[config.mk]
export PLATFORM = sky130hd
export DESIGN_NAME = reset_and_clock_output_control
export DESIGN_NICKNAME = d
export VERILOG_FILES = /design/src/reset_clock_pkg.sv /design/src/reset_and_clock_output_control.sv /design/src/die_pin_front.sv
export SDC_FILE = /design/constraint.sdc
export NUM_CORES = 1
export LEC_CHECK = 0
export BUFFER_PORTS_ARGS = -buffer_cell sky130_fd_sc_hd__buf_2
export CAP_MARGIN = 10
export CORE_AREA = 2 2 75 77
export CTS_CLUSTER_SIZE = 28
export DETAILED_ROUTE_END_ITERATION = 8
export DIE_AREA = 0 0 77 79
export PLACE_DENSITY = 0.61
export SYNTH_ARGS = -nofsm -noshare
export SYNTH_HDL_FRONTEND = slang
export SYNTH_HIERARCHICAL = 1
export SYNTH_SLANG_ARGS = --single-unit
[constraint.sdc]
create_clock -name clk -period 1.5 [get_ports clk]
set_input_delay 0.225 -clock clk [delete_from_list [all_inputs] [get_ports clk]]
set_output_delay 0.225 -clock clk [all_outputs]
set_load 0.01 [all_outputs]
[src/reset_clock_pkg.sv]
//--------------------------------------------------------------------
// What this block does
// - pin reset low puts the device in reset at once, no clock needed.
// - leaving reset follows the master clock, pin release synchronised first.
// - first processor fetch happens exactly 80 clocks after pin reset rises.
// - any reset restores peripheral defaults and makes next fetch start at zero.
// - processor registers other than program counter have no defined reset value.
// - watchdog reset acts on registers and processor like the pin reset.
// - watchdog reset keeps latched boot width and tri-state mode, no strap sampling.
// - pin reset wins over a simultaneous watchdog reset, with its sampling and timing.
// - clock output pin carries the master clock during and after reset.
// - after reset every peripheral I/O line is an input.
// - memory die is enabled only while its select input is low.
// - memory die pulls open-drain busy low during an operation, else releases.
// - memory die reset low restores standard mode, independent of processor reset.
// - memory die refuses program and erase while write protect is low.
// - boot width strap is taken from the last ten clocks before pin release.
// - latched boot width 1 means 8-bit boot memory, 0 means 16-bit.
// - tri-state strap low for the last ten clocks disables the clock pin driver and forces peripheral lines to input.
// - memory die reset low halts its operation and floats its outputs.
//--------------------------------------------------------------------
package reset_clock_pkg;

	// cycle counts at the 50 MHz master clock
	localparam int CLK_PERIOD_NS = 20;
	localparam int SYNC_STAGES = 2;
	localparam int CLOCK_VALID_CYCLES = 10;
	localparam int STRAP_WINDOW = 10;
	localparam int FIRST_FETCH_CYCLES = 80;
	// counter value one clock before the run flag rises
	// two edges go to the synchroniser, one to the phase change, one to the run flop
	localparam logic [6:0] FETCH_LAST = 7'(FIRST_FETCH_CYCLES - SYNC_STAGES - 2);

	// values after a pin reset, before the straps are taken
	localparam logic BOOT_8BIT_RST = 1'b0;
	localparam logic TRISTATE_RST = 1'b0;
	localparam logic [6:0] FETCH_CNT_RST = 7'h00;

	// sequencer phases
	typedef enum logic [1:0] {PH_RESET, PH_WAIT, PH_RUN} phase_e;

	// memory die pin outputs
	typedef struct packed {
		logic enable;
		logic halt;
		logic out_hiz;
		logic prog_allowed;
		logic busy_oe;
	} die_ctrl_s;

	// strap window summary
	typedef struct packed {
		logic width_all_high;
		logic tri_all_low;
	} strap_s;

	// front-end state: synchronisers and strap history
	typedef struct packed {
		logic [SYNC_STAGES-1:0] width_sync;
		logic [SYNC_STAGES-1:0] tri_sync;
		logic [SYNC_STAGES-1:0] sel_sync;
		logic [SYNC_STAGES-1:0] drst_sync;
		logic [SYNC_STAGES-1:0] wp_sync;
		logic [STRAP_WINDOW-1:0] width_hist;
		logic [STRAP_WINDOW-1:0] tri_hist;
		strap_s strap;
		die_ctrl_s die;
	} front_s;

	// sequencer state
	typedef struct packed {
		logic pin_s1;
		logic pin_s2;
		logic pin_prev;
		logic wd_s1;
		logic wd_s2;
		phase_e phase;
		logic [6:0] fetch_cnt;
		logic boot_8bit;
		logic tristate;
		logic sys_rst_low;
		logic core_run;
		logic fetch_zero;
		logic force_input;
		logic clk_pin_gpio;
		logic clk_pin_oe;
	} seq_s;

endpackage

[src/reset_and_clock_output_control.sv]
`timescale 1ns/100ps
`default_nettype none

module reset_and_clock_output_control
	import reset_clock_pkg::*;
(
	// master clock and pin reset
	input wire logic clk,
	input wire logic rst_b,
	// straps
	input wire logic boot_width_strap,
	input wire logic tristate_strap_low,
	// watchdog reset request, same clock
	input wire logic wdt_reset_req,
	// parallel I/O controller claim on the clock pin
	input wire logic pio_clock_pin_claim,
	// memory die pins
	input wire logic memory_die_select_low,
	input wire logic memory_die_reset_low,
	input wire logic write_protect_low,
	input wire logic die_op_busy,
	// processor and peripherals
	output logic sys_rst_low,
	output logic core_run,
	output logic fetch_from_zero,
	output logic periph_force_input,
	output logic boot_8bit,
	output logic tristate_mode,
	// clock output pin
	output logic clock_output_pin,
	output logic clock_output_oe,
	// memory die
	output die_ctrl_s die_ctrl,
	output logic memory_die_busy_low_o,
	output logic memory_die_busy_low_oe
);

	//----------------------------------------------------------------
	// pin front end
	//----------------------------------------------------------------
	strap_s strap;
	die_ctrl_s die;

	die_pin_front u_front (
		.clk(clk),
		.boot_width_strap(boot_width_strap),
		.tristate_strap_low(tristate_strap_low),
		.memory_die_select_low(memory_die_select_low),
		.memory_die_reset_low(memory_die_reset_low),
		.write_protect_low(write_protect_low),
		.die_op_busy(die_op_busy),
		.strap(strap),
		.die(die)
	);

	//----------------------------------------------------------------
	// sequencer
	//----------------------------------------------------------------
	seq_s s_q;
	seq_s s_d;
	logic release_ok;
	logic pin_rise;

	// next state
	always_comb
	begin
		s_d = s_q;
		// pin release enters through two stages
		s_d.pin_s1 = 1'b1;
		s_d.pin_s2 = s_q.pin_s1;
		s_d.pin_prev = s_q.pin_s2;
		// watchdog pulls the internal reset, release through two stages
		s_d.wd_s1 = ~wdt_reset_req;
		s_d.wd_s2 = s_q.wd_s1 & ~wdt_reset_req;
		release_ok = s_q.pin_s2 & s_q.wd_s2;
		pin_rise = s_q.pin_s2 & ~s_q.pin_prev;
		// straps only on a pin release; a watchdog cycle leaves them alone
		if (pin_rise)
		begin
			s_d.boot_8bit = strap.width_all_high;
			s_d.tristate = strap.tri_all_low;
		end
		s_d.fetch_zero = 1'b0;
		case (s_q.phase)
			PH_RESET:
			begin
				s_d.fetch_cnt = FETCH_CNT_RST;
				if (release_ok)
				begin
					s_d.phase = PH_WAIT;
				end
			end
			PH_WAIT:
			begin
				// counts from the pin edge, two clocks already spent syncing
				if (s_q.fetch_cnt == FETCH_LAST)
				begin
					s_d.phase = PH_RUN;
					s_d.fetch_zero = 1'b1;
				end
				else
				begin
					s_d.fetch_cnt = s_q.fetch_cnt + 7'h01;
				end
			end
			PH_RUN:
			begin
				s_d.fetch_cnt = s_q.fetch_cnt;
			end
			default:
			begin
				s_d.phase = PH_RESET;
			end
		endcase
		// a watchdog reset restarts the whole release sequence
		if (!release_ok)
		begin
			s_d.phase = PH_RESET;
			s_d.fetch_cnt = FETCH_CNT_RST;
			s_d.fetch_zero = 1'b0;
		end
		s_d.sys_rst_low = release_ok;
		s_d.core_run = (s_d.phase == PH_RUN);
		// tri-state folded in ahead of the flop so the pad control is registered
		s_d.force_input = ~release_ok | s_d.tristate;
		// the clock pin stays a clock image until software hands it over
		s_d.clk_pin_gpio = release_ok & pio_clock_pin_claim;
		s_d.clk_pin_oe = ~s_d.tristate & ~s_d.clk_pin_gpio;
	end

	// register; pin reset acts at once, no clock needed
	always_ff @(posedge clk or negedge rst_b)
	begin
		if (!rst_b)
		begin
			s_q.pin_s1 <= 1'b0;
			s_q.pin_s2 <= 1'b0;
			s_q.pin_prev <= 1'b0;
			s_q.wd_s1 <= 1'b0;
			s_q.wd_s2 <= 1'b0;
			s_q.phase <= PH_RESET;
			s_q.fetch_cnt <= FETCH_CNT_RST;
			s_q.boot_8bit <= BOOT_8BIT_RST;
			s_q.tristate <= TRISTATE_RST;
			s_q.sys_rst_low <= 1'b0;
			s_q.core_run <= 1'b0;
			s_q.fetch_zero <= 1'b0;
			s_q.force_input <= 1'b1;
			s_q.clk_pin_gpio <= 1'b0;
			s_q.clk_pin_oe <= 1'b1;
		end
		else
		begin
			s_q <= s_d;
		end
	end

	//----------------------------------------------------------------
	// outputs
	//----------------------------------------------------------------
	assign sys_rst_low = s_q.sys_rst_low;
	assign core_run = s_q.core_run;
	assign fetch_from_zero = s_q.fetch_zero;
	assign periph_force_input = s_q.force_input;
	assign boot_8bit = s_q.boot_8bit;
	assign tristate_mode = s_q.tristate;
	// the clock image cannot come from a flop; the pad sees clk gated by a held select
	assign clock_output_pin = clk & ~s_q.clk_pin_gpio;
	assign clock_output_oe = s_q.clk_pin_oe;
	assign die_ctrl = die;
	// open drain: only ever pulls low
	assign memory_die_busy_low_o = 1'b0;
	assign memory_die_busy_low_oe = die.busy_oe;

endmodule

`default_nettype wire

[src/die_pin_front.sv]
`timescale 1ns/100ps
`default_nettype none

module die_pin_front
	import reset_clock_pkg::*;
(
	// clock
	input wire logic clk,
	// strap pins, asynchronous
	input wire logic boot_width_strap,
	input wire logic tristate_strap_low,
	// memory die pins, asynchronous
	input wire logic memory_die_select_low,
	input wire logic memory_die_reset_low,
	input wire logic write_protect_low,
	// memory die core status
	input wire logic die_op_busy,
	// results
	output strap_s strap,
	output die_ctrl_s die
);

	//----------------------------------------------------------------
	// state
	//----------------------------------------------------------------
	// no reset here on purpose: straps must be watched while the pin
	// reset is low, and the die must ignore the processor reset
	front_s r_q;
	front_s r_d;

	// next state
	always_comb
	begin
		r_d = r_q;
		r_d.width_sync = {r_q.width_sync[0], boot_width_strap};
		r_d.tri_sync = {r_q.tri_sync[0], tristate_strap_low};
		r_d.sel_sync = {r_q.sel_sync[0], memory_die_select_low};
		r_d.drst_sync = {r_q.drst_sync[0], memory_die_reset_low};
		r_d.wp_sync = {r_q.wp_sync[0], write_protect_low};
		// window of the last samples, aligned with the reset synchroniser
		r_d.width_hist = {r_q.width_hist[STRAP_WINDOW-2:0], r_q.width_sync[1]};
		r_d.tri_hist = {r_q.tri_hist[STRAP_WINDOW-2:0], r_q.tri_sync[1]};
		r_d.strap.width_all_high = &r_d.width_hist;
		r_d.strap.tri_all_low = ~|r_d.tri_hist;
		r_d.die.enable = ~r_q.sel_sync[1] & r_q.drst_sync[1];
		r_d.die.halt = ~r_q.drst_sync[1];
		r_d.die.out_hiz = ~r_q.drst_sync[1] | r_q.sel_sync[1];
		r_d.die.prog_allowed = r_q.wp_sync[1] & r_q.drst_sync[1];
		// busy only while an operation runs and the die is not held in reset
		r_d.die.busy_oe = die_op_busy & r_q.drst_sync[1];
	end

	// register
	always_ff @(posedge clk)
	begin
		r_q <= r_d;
	end

	assign strap = r_q.strap;
	assign die = r_q.die;

endmodule

`default_nettype wire

==> results by group, run 1 <==
Global routing
  • Total congestion overflow: 0
  • Global-route wire length before repair: 5160 um
  • Vias in the first global route: 1169
  • Pin count of the biggest net entering global routing: 23
  • Initial antenna violation count: 0
  • Overall global routing resource usage: 11.7%

STA
  • Clock Skew: 7.94 ps
  • Endpoints failing setup: 0
  • Final hold vios: 0
  • Sum of negative setup slack: 0 ps
  • Min Tclk post-route: 1460 ps
  • RSZ-0062 raised after global routing: yes
  • Slew Limit Fails: 0
  • Final Cycle Share: 97.1%
  • FMAX: 687 MHz

Detailed routing
  • Via count: 1145
  • Vias/cell: 4.39
  • Drc violations: 0
  • Drt first pass iters: 4
  • WL per Instance: 11.1 um
  • Post-route ant nets: 0
  • Post-Route WL: 2900 um
  • Iter 0 DRT Violations: 56

Synthesis
  • Top_reg_cell synth: dfxtp_1
  • Library cells used by synthesis: 35
  • Syn Std Cell Area: 1800 um2
  • Syn Area/Cell: 12.8 um2
  • Async SR Flop Fraction: 38.6%
  • Post-synth EDFFs: 0
  • Synthesized instance count: 141
  • Synth Warn #: 6
  • Multiplexer share of the synthesized area: 1.25%
  • Simple-gate share of the synthesized area: 14.9%
  • Adder-cell share of the synthesized area: 1.39%
  • Largest family of logic cells by synthesized area: simple AND/OR/NAND/NOR gates
  • Xor/xnor share of the synthesized area: 0%
  • Compound-cell area share of the yosys netlist: 6.94%
  • Net Count, Synth: 153
  • #FFs+latches synth: 57
  • Seq/Total Area, Yosys: 69.5%

Critical path
  • Worst Setup Start Kind: register
  • Largest fanout on the critical path: 5
  • CP endpoint kind: register
  • CP max-delay cell: dfrtp_2
  • Critical path's top delay family: compound AO/OA/AOI/OAI gates
  • WP data required: 1850 ps
  • Crit path buf inv count: 1
  • Critical Path, Cell by Cell: inv_1 > ha_2 > and4bb_1 > a2111o_1 > a31oi_1
  • Critical path class: register to register
  • Delay of the slowest critical-path stage: 430 ps
  • Crit path DAT: 1810 ps

Placed design
  • Port bufs: 23
  • Detailed Place HPWL: 1820 um
  • Gpl congestion: 0.825

Pwr
  • Leakage: 1.01 nW
  • Power Density: 1410 nW/um2
  • Maximum VDD drop: 0.612 mV

Clocking
  • TritonCTS clock tree: yes
  • Worst-Skew Late Latency: 430 ps
  • Reg clk slew, reported paths: 70 ps

Status
  • Run status: complete, no violations

Floorplan
  • Cell Rows: 27
  • Die Wd: 77 um
  • Initial Util: 33.8%
  • Core Box Area: 5340 um2
  • Die H: 79 um
  • Io pins: 25
  • DIE AREA: 6080 um2

Flow run
  • Max_cap viols: 0

Finish
  • Core Util, Final: 43.8%
  • N_diodes: 0
  • Area growth, synth to finish: 29.6%
  • Nets: 196
  • Layout cell share with drive strength beyond 1: 34.4%

Worst hold path
  • Worst Hold Class: input port to register
metrics by stage:
| step | power [W] | setup slack [ps] | instance area (um2) | hold WS [ps] | std cells |
|---|---|---|---|---|---|
| after global routing | 0.00346 | -61.7 | 2340 | 75.3 | 261 |
| after CTS | 0.00335 | 31.9 | 2290 | 67.5 | 259 |
| after floorplan | 0.00171 | 90.3 | 1800 | -70.6 | 141 |
| final | 0.00330 | 43.5 | 2340 | 77.3 | 261 |
| after detailed placement | 0.00176 | 25.9 | 1980 | 216 | 231 |
| after global placement | 0.00176 | 66.0 | 1980 | 211 | 231 |
state kept, by name, indices dropped and copies added (netlist names), 2 cells and up:
register	cells
u_front/die	5
u_front/r_q	3
u_front/strap	2
s_q	13
s_d	2
u_front/r_d	25
final cells by class:
class	instances	area [um2]
well taps	72	90.1
clock buffers	15	178
repair buffers	39	258
inverters	7	26.3
multi-input cells	66	474
flip-flops and latches	57	1260
fillers	506	3000
clock inverters	5	55.1
cells in the mapped netlist (2+ instances only):
| library cell | number | area [um2] |
|---|---|---|
| nor2_1 | 2 | 7.51 |
| o211ai_1 | 4 | 30.0 |
| inv_1 | 7 | 26.3 |
| ha_1 | 2 | 25.0 |
| a21oi_1 | 2 | 10.0 |
| clkbuf_1 | 2 | 7.51 |
| dfstp_2 | 2 | 52.6 |
| nand3_1 | 6 | 30.0 |
| nor2b_1 | 5 | 31.3 |
| dfrtp_1 | 20 | 500 |
| and2_1 | 2 | 12.5 |
| nand4_1 | 3 | 18.8 |
| or4_1 | 3 | 22.5 |
| mux2_2 | 2 | 22.5 |
| dfxtp_1 | 35 | 701 |
| conb_1 | 2 | 7.51 |
| o221ai_1 | 2 | 17.5 |
| buf_4 | 9 | 67.6 |
| a31oi_1 | 5 | 31.3 |
| nand2_1 | 9 | 33.8 |
| nand2b_1 | 3 | 18.8 |
cell families after synthesis:
family	Yosys count
AO/OA/AOI/OAI	17
AND/OR/NAND/NOR	43
adder cells (fa/ha/maj)	2
buffers and inverters	18
flip-flops	57
other	2
multiplexers	2
final timing paths:
path	slack [ps]	start	cells after the start	endpoint
max reg2reg	40	s_q[9]	5	s_q[12]
max	40	s_q[9]	5	s_q[12]
min in group asynchronous	290	rst_b	2	s_q[11]
max in group asynchronous	860	rst_b	2	s_q[9]
min reg2reg	330	u_front/r_d[34]	0	u_front/r_d[7]
min	80	pio_clock_pin_claim	2	s_q[1]
placed cells by master, fill, tap and decap left out, types with 3 or more instances in the layout:
cell type	instances
dlygate4sd3_1	8
nor2b_1	5
a31oi_1	5
buf_4	9
nand4_1	3
nand3_1	5
dfrtp_1	18
clkbuf_8	12
nand2b_1	3
nand2_1	9
buf_2	23
o211ai_1	4
inv_1	6
dfxtp_1	35
or4_1	3
metal layers:
metal  part of all wire, %  track usage, %
met5                     0               0
met4                   3.3            8.75
met3                   5.3            6.70
met2                    44            16.8
met1                    47            12.8
where the power goes:
part / switching [W] / internal, W
clock network: 0.000638 / 0.000965
registers: 0.0000206 / 0.00158
logic: 0.0000440 / 0.0000436
total: 0.000703 / 0.00259
repair_timing:
item	in CTS	in global routing
hold buffers	8	0
pin swaps	0	2
buffers inserted	1	2
setup endpoints to repair	1	5
endpoints found under the hold margin	28	0
resized for setup	0	8
Note: power is estimated with default switching activity, not from simulation.
==> run 2, diff against run 1 <==
--- a/config.mk
+++ b/config.mk
@@ -5,7 +5,7 @@
 export SDC_FILE = /design/constraint.sdc
 export NUM_CORES = 1
 export LEC_CHECK = 0
-export BUFFER_PORTS_ARGS = -buffer_cell sky130_fd_sc_hd__buf_2
+export BUFFER_PORTS_ARGS = -buffer_cell sky130_fd_sc_hd__buf_4
 export CAP_MARGIN = 10
 export CORE_AREA = 2 2 75 77
 export CTS_CLUSTER_SIZE = 28
@@ -14,5 +14,4 @@
 export PLACE_DENSITY = 0.61
 export SYNTH_ARGS = -nofsm -noshare
 export SYNTH_HDL_FRONTEND = slang
-export SYNTH_HIERARCHICAL = 1
 export SYNTH_SLANG_ARGS = --single-unit
==> results by group, run 2 <==
Status
  • Run status: complete, no violations

STA
  • Endpoints failing setup: 0 (unchanged)
  • Slew Limit Fails: 0 (unchanged)
  • RSZ-0062 raised after global routing: no
  • Clock Skew: 8.39 ps (+0.450 ps)
  • WHS: 77.5 ps (+0.235 ps)
  • Final hold vios: 0 (unchanged)
  • Sum of negative setup slack: 0 ps (unchanged)

Finish
  • Nets: 192 (-2.0%)
  • Commonest non-fill, non-tap cell in the layout: dfxtp_1
  • Cell Count, Final, Fillers Out: 257 (-1.5%)
  • FILL cells: 508 (+0.40%)
  • Max reg flops: 25 (unchanged)
  • N_diodes: 0 (unchanged)
  • Sequential cell area: 1250 um2 (about the same)
  • Multi-input gate area: 424 um2 (-11%)
  • Layout cell share with drive strength beyond 1: 30.3% (-4.1 points)
  • Most frequent cells in the layout: dfxtp_1, buf_4, dfrtp_1
  • Area growth, synth to finish: 31.6%

Global routing
  • Vias in the first global route: 1090 (-6.8%)
  • Total congestion overflow: 0 (unchanged)
  • Global-route wire length before repair: 4710 um (-8.8%)
  • Overall global routing resource usage: 11.0% (-0.72 points)
  • Initial antenna violation count: 0 (unchanged)
  • Pin count of the biggest net entering global routing: 23 (unchanged)

Synthesis
  • Synth top cells by count: dfxtp_1, dfrtp_1, inv_1
  • Multiplexer share of the synthesized area: 1.28% (+0.027 points)
  • Yosys top cell area share: 39.7% (+0.83 points)
  • Net Count, Synth: 150 (-2.0%)
  • Most common cell in the netlist: dfxtp_1
  • Synth Warn #: 0 (-6)
  • Yosys top cell by area: dfxtp_1
  • Xor/xnor share of the synthesized area: 0% (unchanged)
  • Async SR Flop Fraction: 38.6% (unchanged)
  • Syn Area/Cell: 12.8 um2 (about the same)
  • Compound-cell area share of the yosys netlist: 7.37% (+0.43 points)
  • Seq/Total Area, Yosys: 71.0% (+1.5 points)
  • Leading post-synthesis cells by cell area: dfxtp_1, dfrtp_1, dfstp_2, buf_4, a31oi_1
  • Post-synth EDFFs: 0 (unchanged)
  • Simple-gate share of the synthesized area: 13.4% (-1.5 points)
  • Adder-cell share of the synthesized area: 1.42% (+0.030 points)
  • Library cells used by synthesis: 33 (-5.7%)
  • Syn Std Cell Area: 1770 um2 (-2.1%)
  • #FFs+latches synth: 57 (unchanged)
  • Top_reg_cell synth: dfxtp_1
  • Synthesized instance count: 138 (-2.1%)
  • Largest family of logic cells by synthesized area: simple AND/OR/NAND/NOR gates

Pwr
  • Power, Total: 0.00324 W (-1.7%)
  • Leakage: 1.01 nW (-0.20%)
  • Maximum VDD drop: 0.620 mV (+1.4%)
  • Sequential power share: 49.5% (+0.8 points)
  • Power Density: 1390 nW/um2 (-1.1%)
  • Sw Share: 21.3% (-0.034 points)
  • Int Power: 0.00255 W (-1.7%)
  • Combinational power share: 3.1% (+0.4 points)
  • Clk pwr share: 47.4% (-1.2 points)
  • NetSw: 0.000690 W (-1.9%)

Critical path
  • CP dominant cell by count: clkbuf_8
  • Delay of the slowest critical-path stage: 140 ps (-290 ps)
  • Largest fanout on the critical path: 2 (-3)
  • Critical Path, Cell by Cell: clkbuf_8 > clkbuf_8 > nor2b_1 > buf_4
  • Crit path buf inv count: 3 (+2)
  • Critical path class: clock port to output port
  • WP data required: 1270 ps (-580 ps)
  • CP endpoint kind: output port
  • CP max-delay cell: buf_4
  • Crit path DAT: 1230 ps (-580 ps)
  • Worst Setup Start Kind: clock port
  • Critical path's top delay family: buffers and inverters

Detailed routing
  • Post-route ant nets: 0 (unchanged)
  • Iter 0 DRT Violations: 94 (+68%)
  • Drc violations: 0 (unchanged)
  • Vias/cell: 4.31 (-1.7%)
  • Drt first pass iters: 4 (unchanged)
  • WL per Instance: 11.1 um (+0.22%)
  • Via count: 1108 (-3.2%)
  • Post-Route WL: 2860 um (-1.3%)

Clocking
  • Reg clk slew, reported paths: 60 ps (about the same)
  • Worst-Skew Late Latency: 430 ps (about the same)
  • TritonCTS clock tree: yes

Floorplan
  • Die Wd: 77 um (unchanged)
  • Core Box Area: 5340 um2 (unchanged)
  • Die H: 79 um (unchanged)
  • Cell Rows: 27 (unchanged)
  • DIE AREA: 6080 um2 (unchanged)
  • Io pins: 25 (unchanged)
  • Initial Util: 33.1% (-0.70 points)

Worst hold path
  • Worst Hold Class: input port to register

Flow run
  • Max_cap viols: 0 (unchanged)

Placed design
  • Detailed Place HPWL: 1870 um (+2.7%)
  • Port bufs: 23 (unchanged)
  • Inst Count DP: 228 (-1.3%)
  • Gpl congestion: 0.836 (+1.3%)
-- run 2: logic make-up after synthesis --
group                      Yosys count
AOI/OAI and AO/OA                   18
buffers and inverters               18
and+or+nand+nor                     39
muxes                                2
DFF                                 57
adders and majority gates            2
other                                2
-- run 2: layout make-up --
class                   count  share of cell area, %
clock buffers              16                   8.83
clock inverters             4                   1.08
inverters                   9                   1.45
multi-input cells          63                   18.3
flip-flops and latches     57                   54.0
well taps                  72                   3.88
repair buffers             36                   12.5
-- run 2: worst paths after layout --
path	start	end	slack, ps	cells past startpoint
max	clk	clock_output_pin	50	4
min	pio_clock_pin_claim	s_q[1]	80	2
max reg2reg	s_q[8]	s_q[14]	70	4
min reg2reg	u_front.r_d[36]	u_front.r_d[17]	330	0
max in group asynchronous	rst_b	clock_output_oe	1000	2
min in group asynchronous	rst_b	s_q[1]	220	2
-- run 2: power groups by stage --
stage | registers, W | clock network [W] | logic (W)
2_1_floorplan | 0.00163 | 0.0000341 | 0.0000379
3_3_place_gp | 0.00163 | 0.0000703 | 0.0000829
3_5_place_dp | 0.00164 | 0.0000703 | 0.0000834
4_1_cts | 0.00161 | 0.00159 | 0.0000997
5_1_grt | 0.00161 | 0.00168 | 0.000109
6_report | 0.00160 | 0.00154 | 0.0000992
-- run 2: through the flow --
step / cell area, um2 / setup WS (ps) / util [%]
floorplan: 1770 / 106 / -
global placement: 2000 / 85.8 / 37.5
detailed placement: 2000 / 29.1 / 37.5
CTS: 2300 / 36.8 / 43.2
global route: 2320 / 15.7 / 43.5
finish: 2320 / 49.6 / 43.5
-- run 2: layer usage --
| layer | vias to the layer above | GRT usage (%) | wire (um) |
|---|---|---|---|
| li1 | 557 | - | - |
| met4 | 0 | 8.57 | 67 |
| met1 | 513 | 11.1 | 1240 |
| met3 | 7 | 7.50 | 209 |
| met2 | 31 | 15.8 | 1350 |
| met5 | - | 0 | 0 |
-- run 2: worst register-to-register path, stage by stage, from the launching register on --
cell,delay (ps)
dfrtp_1,400
ha_1,210
nand3_1,110
or4_1,470
a31oi_1,160
-- run 2: repair_timing --
action                                 in CTS  in global routing
endpoints found under the hold margin      30                  0
setup endpoints to repair                   0                  4
setup buffers                               0                  2
hold buffers                                8                  0
resized for setup                           0                  3
==> run 3, diff against run 2 <==
--- a/config.mk
+++ b/config.mk
@@ -7,10 +7,10 @@
 export LEC_CHECK = 0
 export BUFFER_PORTS_ARGS = -buffer_cell sky130_fd_sc_hd__buf_4
 export CAP_MARGIN = 10
-export CORE_AREA = 2 2 75 77
+export CORE_AREA = 2 2 71 80
 export CTS_CLUSTER_SIZE = 28
 export DETAILED_ROUTE_END_ITERATION = 8
-export DIE_AREA = 0 0 77 79
+export DIE_AREA = 0 0 73 82
 export PLACE_DENSITY = 0.61
 export SYNTH_ARGS = -nofsm -noshare
 export SYNTH_HDL_FRONTEND = slang
==> results by group, run 3 (synthesis results as in run 2) <==
Critical path
  • Reg2reg start: s_q[8]
  • Reg2Reg Depth: 5 (+1)
  • Crit path DAT: 1220 ps (about the same)
  • Critical path class: clock port to output port
  • Worst Setup Start Kind: clock port
  • RR Endpoint: s_q[12]
  • Setup crit end: clock_output_pin
  • CP endpoint kind: output port
  • FF-to-FF setup slack: 60 ps (about the same)
  • Worst setup path start: clk
  • WP data required: 1270 ps (about the same)
  • Largest fanout on the critical path: 2 (unchanged)

Pwr
  • Power Density: 1420 nW/um2 (+1.7%)
  • Power, Total: 0.00325 W (+0.38%)
  • Leakage: 0.996 nW (-0.88%)
  • Maximum VDD drop: 0.551 mV (-11%)

Finish
  • Most frequent cells in the layout: dfxtp_1, buf_4, dfrtp_1
  • Layout cell share with drive strength beyond 1: 29.7% (-0.60 points)
  • FILL cells: 481 (-5.3%)
  • Nets: 189 (-1.6%)
  • N_diodes: 0 (unchanged)
  • Commonest non-fill, non-tap cell in the layout: dfxtp_1
  • Max reg flops: 25 (unchanged)
  • Multi-input gate area: 422 um2 (-0.59%)
  • Sequential cell area: 1250 um2 (unchanged)
  • Area growth, synth to finish: 29.8%
  • Design Area, Final: 2290 um2 (-1.3%)

Global routing
  • Total congestion overflow: 0 (unchanged)
  • Initial antenna violation count: 0 (unchanged)
  • Overall global routing resource usage: 11.5% (+0.52 points)
  • Global-route wire length before repair: 4750 um (+0.89%)
  • Vias in the first global route: 1080 (-0.92%)
  • Pin count of the biggest net entering global routing: 23 (unchanged)

STA
  • RSZ-0062 raised after global routing: yes
  • Slew Limit Fails: 0 (unchanged)
  • Final Cycle Share: 96.6%
  • Min Tclk post-route: 1450 ps
  • Final hold vios: 0 (unchanged)
  • Clock Skew: 4.69 ps (-3.70 ps)
  • Endpoints failing setup: 0 (unchanged)
  • FMAX: 695 MHz

Clocking
  • TritonCTS clock tree: yes
  • Reg clk slew, reported paths: 60 ps (about the same)
  • Worst-Skew Late Latency: 430 ps (about the same)
  • Setup bufs post-CTS: 0 (unchanged)

Placed design
  • Gpl congestion: 0.788 (-5.7%)
  • Port bufs: 23 (unchanged)
  • Post-place instance area: 1980 um2 (-1.1%)
  • Detailed Place HPWL: 1890 um (+1.1%)

Detailed routing
  • Vias/cell: 4.67 (+8.4%)
  • Post-route ant nets: 0 (unchanged)
  • Post-Route WL: 2780 um (-2.8%)
  • Drc violations: 0 (unchanged)
  • Iter 0 DRT Violations: 52 (-45%)
  • WL per Instance: 11.5 um (+3.3%)
  • Via count: 1131 (+2.1%)
  • Drt first pass iters: 4 (unchanged)

Floorplan
  • Die Wd: 73 um (-5.2%)
  • Core Box Area: 5220 um2 (-2.2%)
  • Initial Util: 33.8% (+0.75 points)
  • Die H: 82 um (+3.8%)
  • Cell Rows: 28 (+3.7%)
  • DIE AREA: 5990 um2 (-1.6%)
  • Io pins: 25 (unchanged)

Status
  • Run status: complete, no violations

Worst hold path
  • Worst Hold Class: input port to register

Flow run
  • Max_cap viols: 0 (unchanged)
run 3: cell count changes in the layout (fill, tap and decap cells not counted), sizes merged:
| cell | change |
|---|---|
| buf | -3 |
| clkinv | +3 |
| clkbuf | -2 |
| inv | -1 |
run 3: final cells by class:
cell class / instances / share of cell area (%)
clock inverter: 6 / 1.80
clock buffer: 14 / 8.62
inverter: 9 / 1.47
sequential: 57 / 54.7
tap: 60 / 3.28
timing repair buffer: 33 / 11.7
multi-input combinational: 63 / 18.4
run 3: worst min-delay path by stage:
stage          cells after the start               to  slack [ps]                start
2_1_floorplan                      0        boot_8bit         -70                rst_b
3_3_place_gp                       1          s_q[14]         120                rst_b
3_5_place_dp                       1          s_q[14]         130                rst_b
4_1_cts                            3  clock_output_oe          60  pio_clock_pin_claim
5_1_grt                            2           s_q[1]          60  pio_clock_pin_claim
6_report                           3  clock_output_oe          80  pio_clock_pin_claim
run 3: per-stage QoR:
step                utilization, %  TNS [ps]  setup slack [ps]  hold WS [ps]  std cells
CTS                           43.9         0              41.3          57.6        242
detailed placement            37.9         0              36.7           125        215
floorplan                        -         0               106         -70.6        138
finish                        43.9         0              50.5          76.0        242
global route                  43.9     -3.81             -3.30          59.7        242
global placement              37.9         0              94.2           123        215
run 3: worst max-delay path, cell delays in order:
cell and delay (ps):
clkbuf_8 110, clkbuf_8 110, nor2b_1 120, buf_4 140
run 3: timing repair:
item	in CTS	in global routing
endpoints found under the hold margin	30	0
endpoints found under the setup margin	0	5
gates resized for setup	0	3
hold buffers	8	0
run 3: per-layer routing:
metal  global-route usage [%]  vias to the layer above  routed length (um)
met5                        0                        -                   0
met4                     9.26                        0                  54
met3                     8.71                        5                 199
met2                     15.6                       32                1330
met1                     11.6                      543                1200
li1                         -                      551                   -
run 3: report_power, final:
part	leakage, nW	switching [W]	total [W]	internal [W]
clock network	0.130	0.000641	0.00155	0.000909
logic	0.285	0.0000431	0.0000959	0.0000528
registers	0.581	0.0000214	0.00161	0.00158
total	0.996	0.000705	0.00325	0.00255
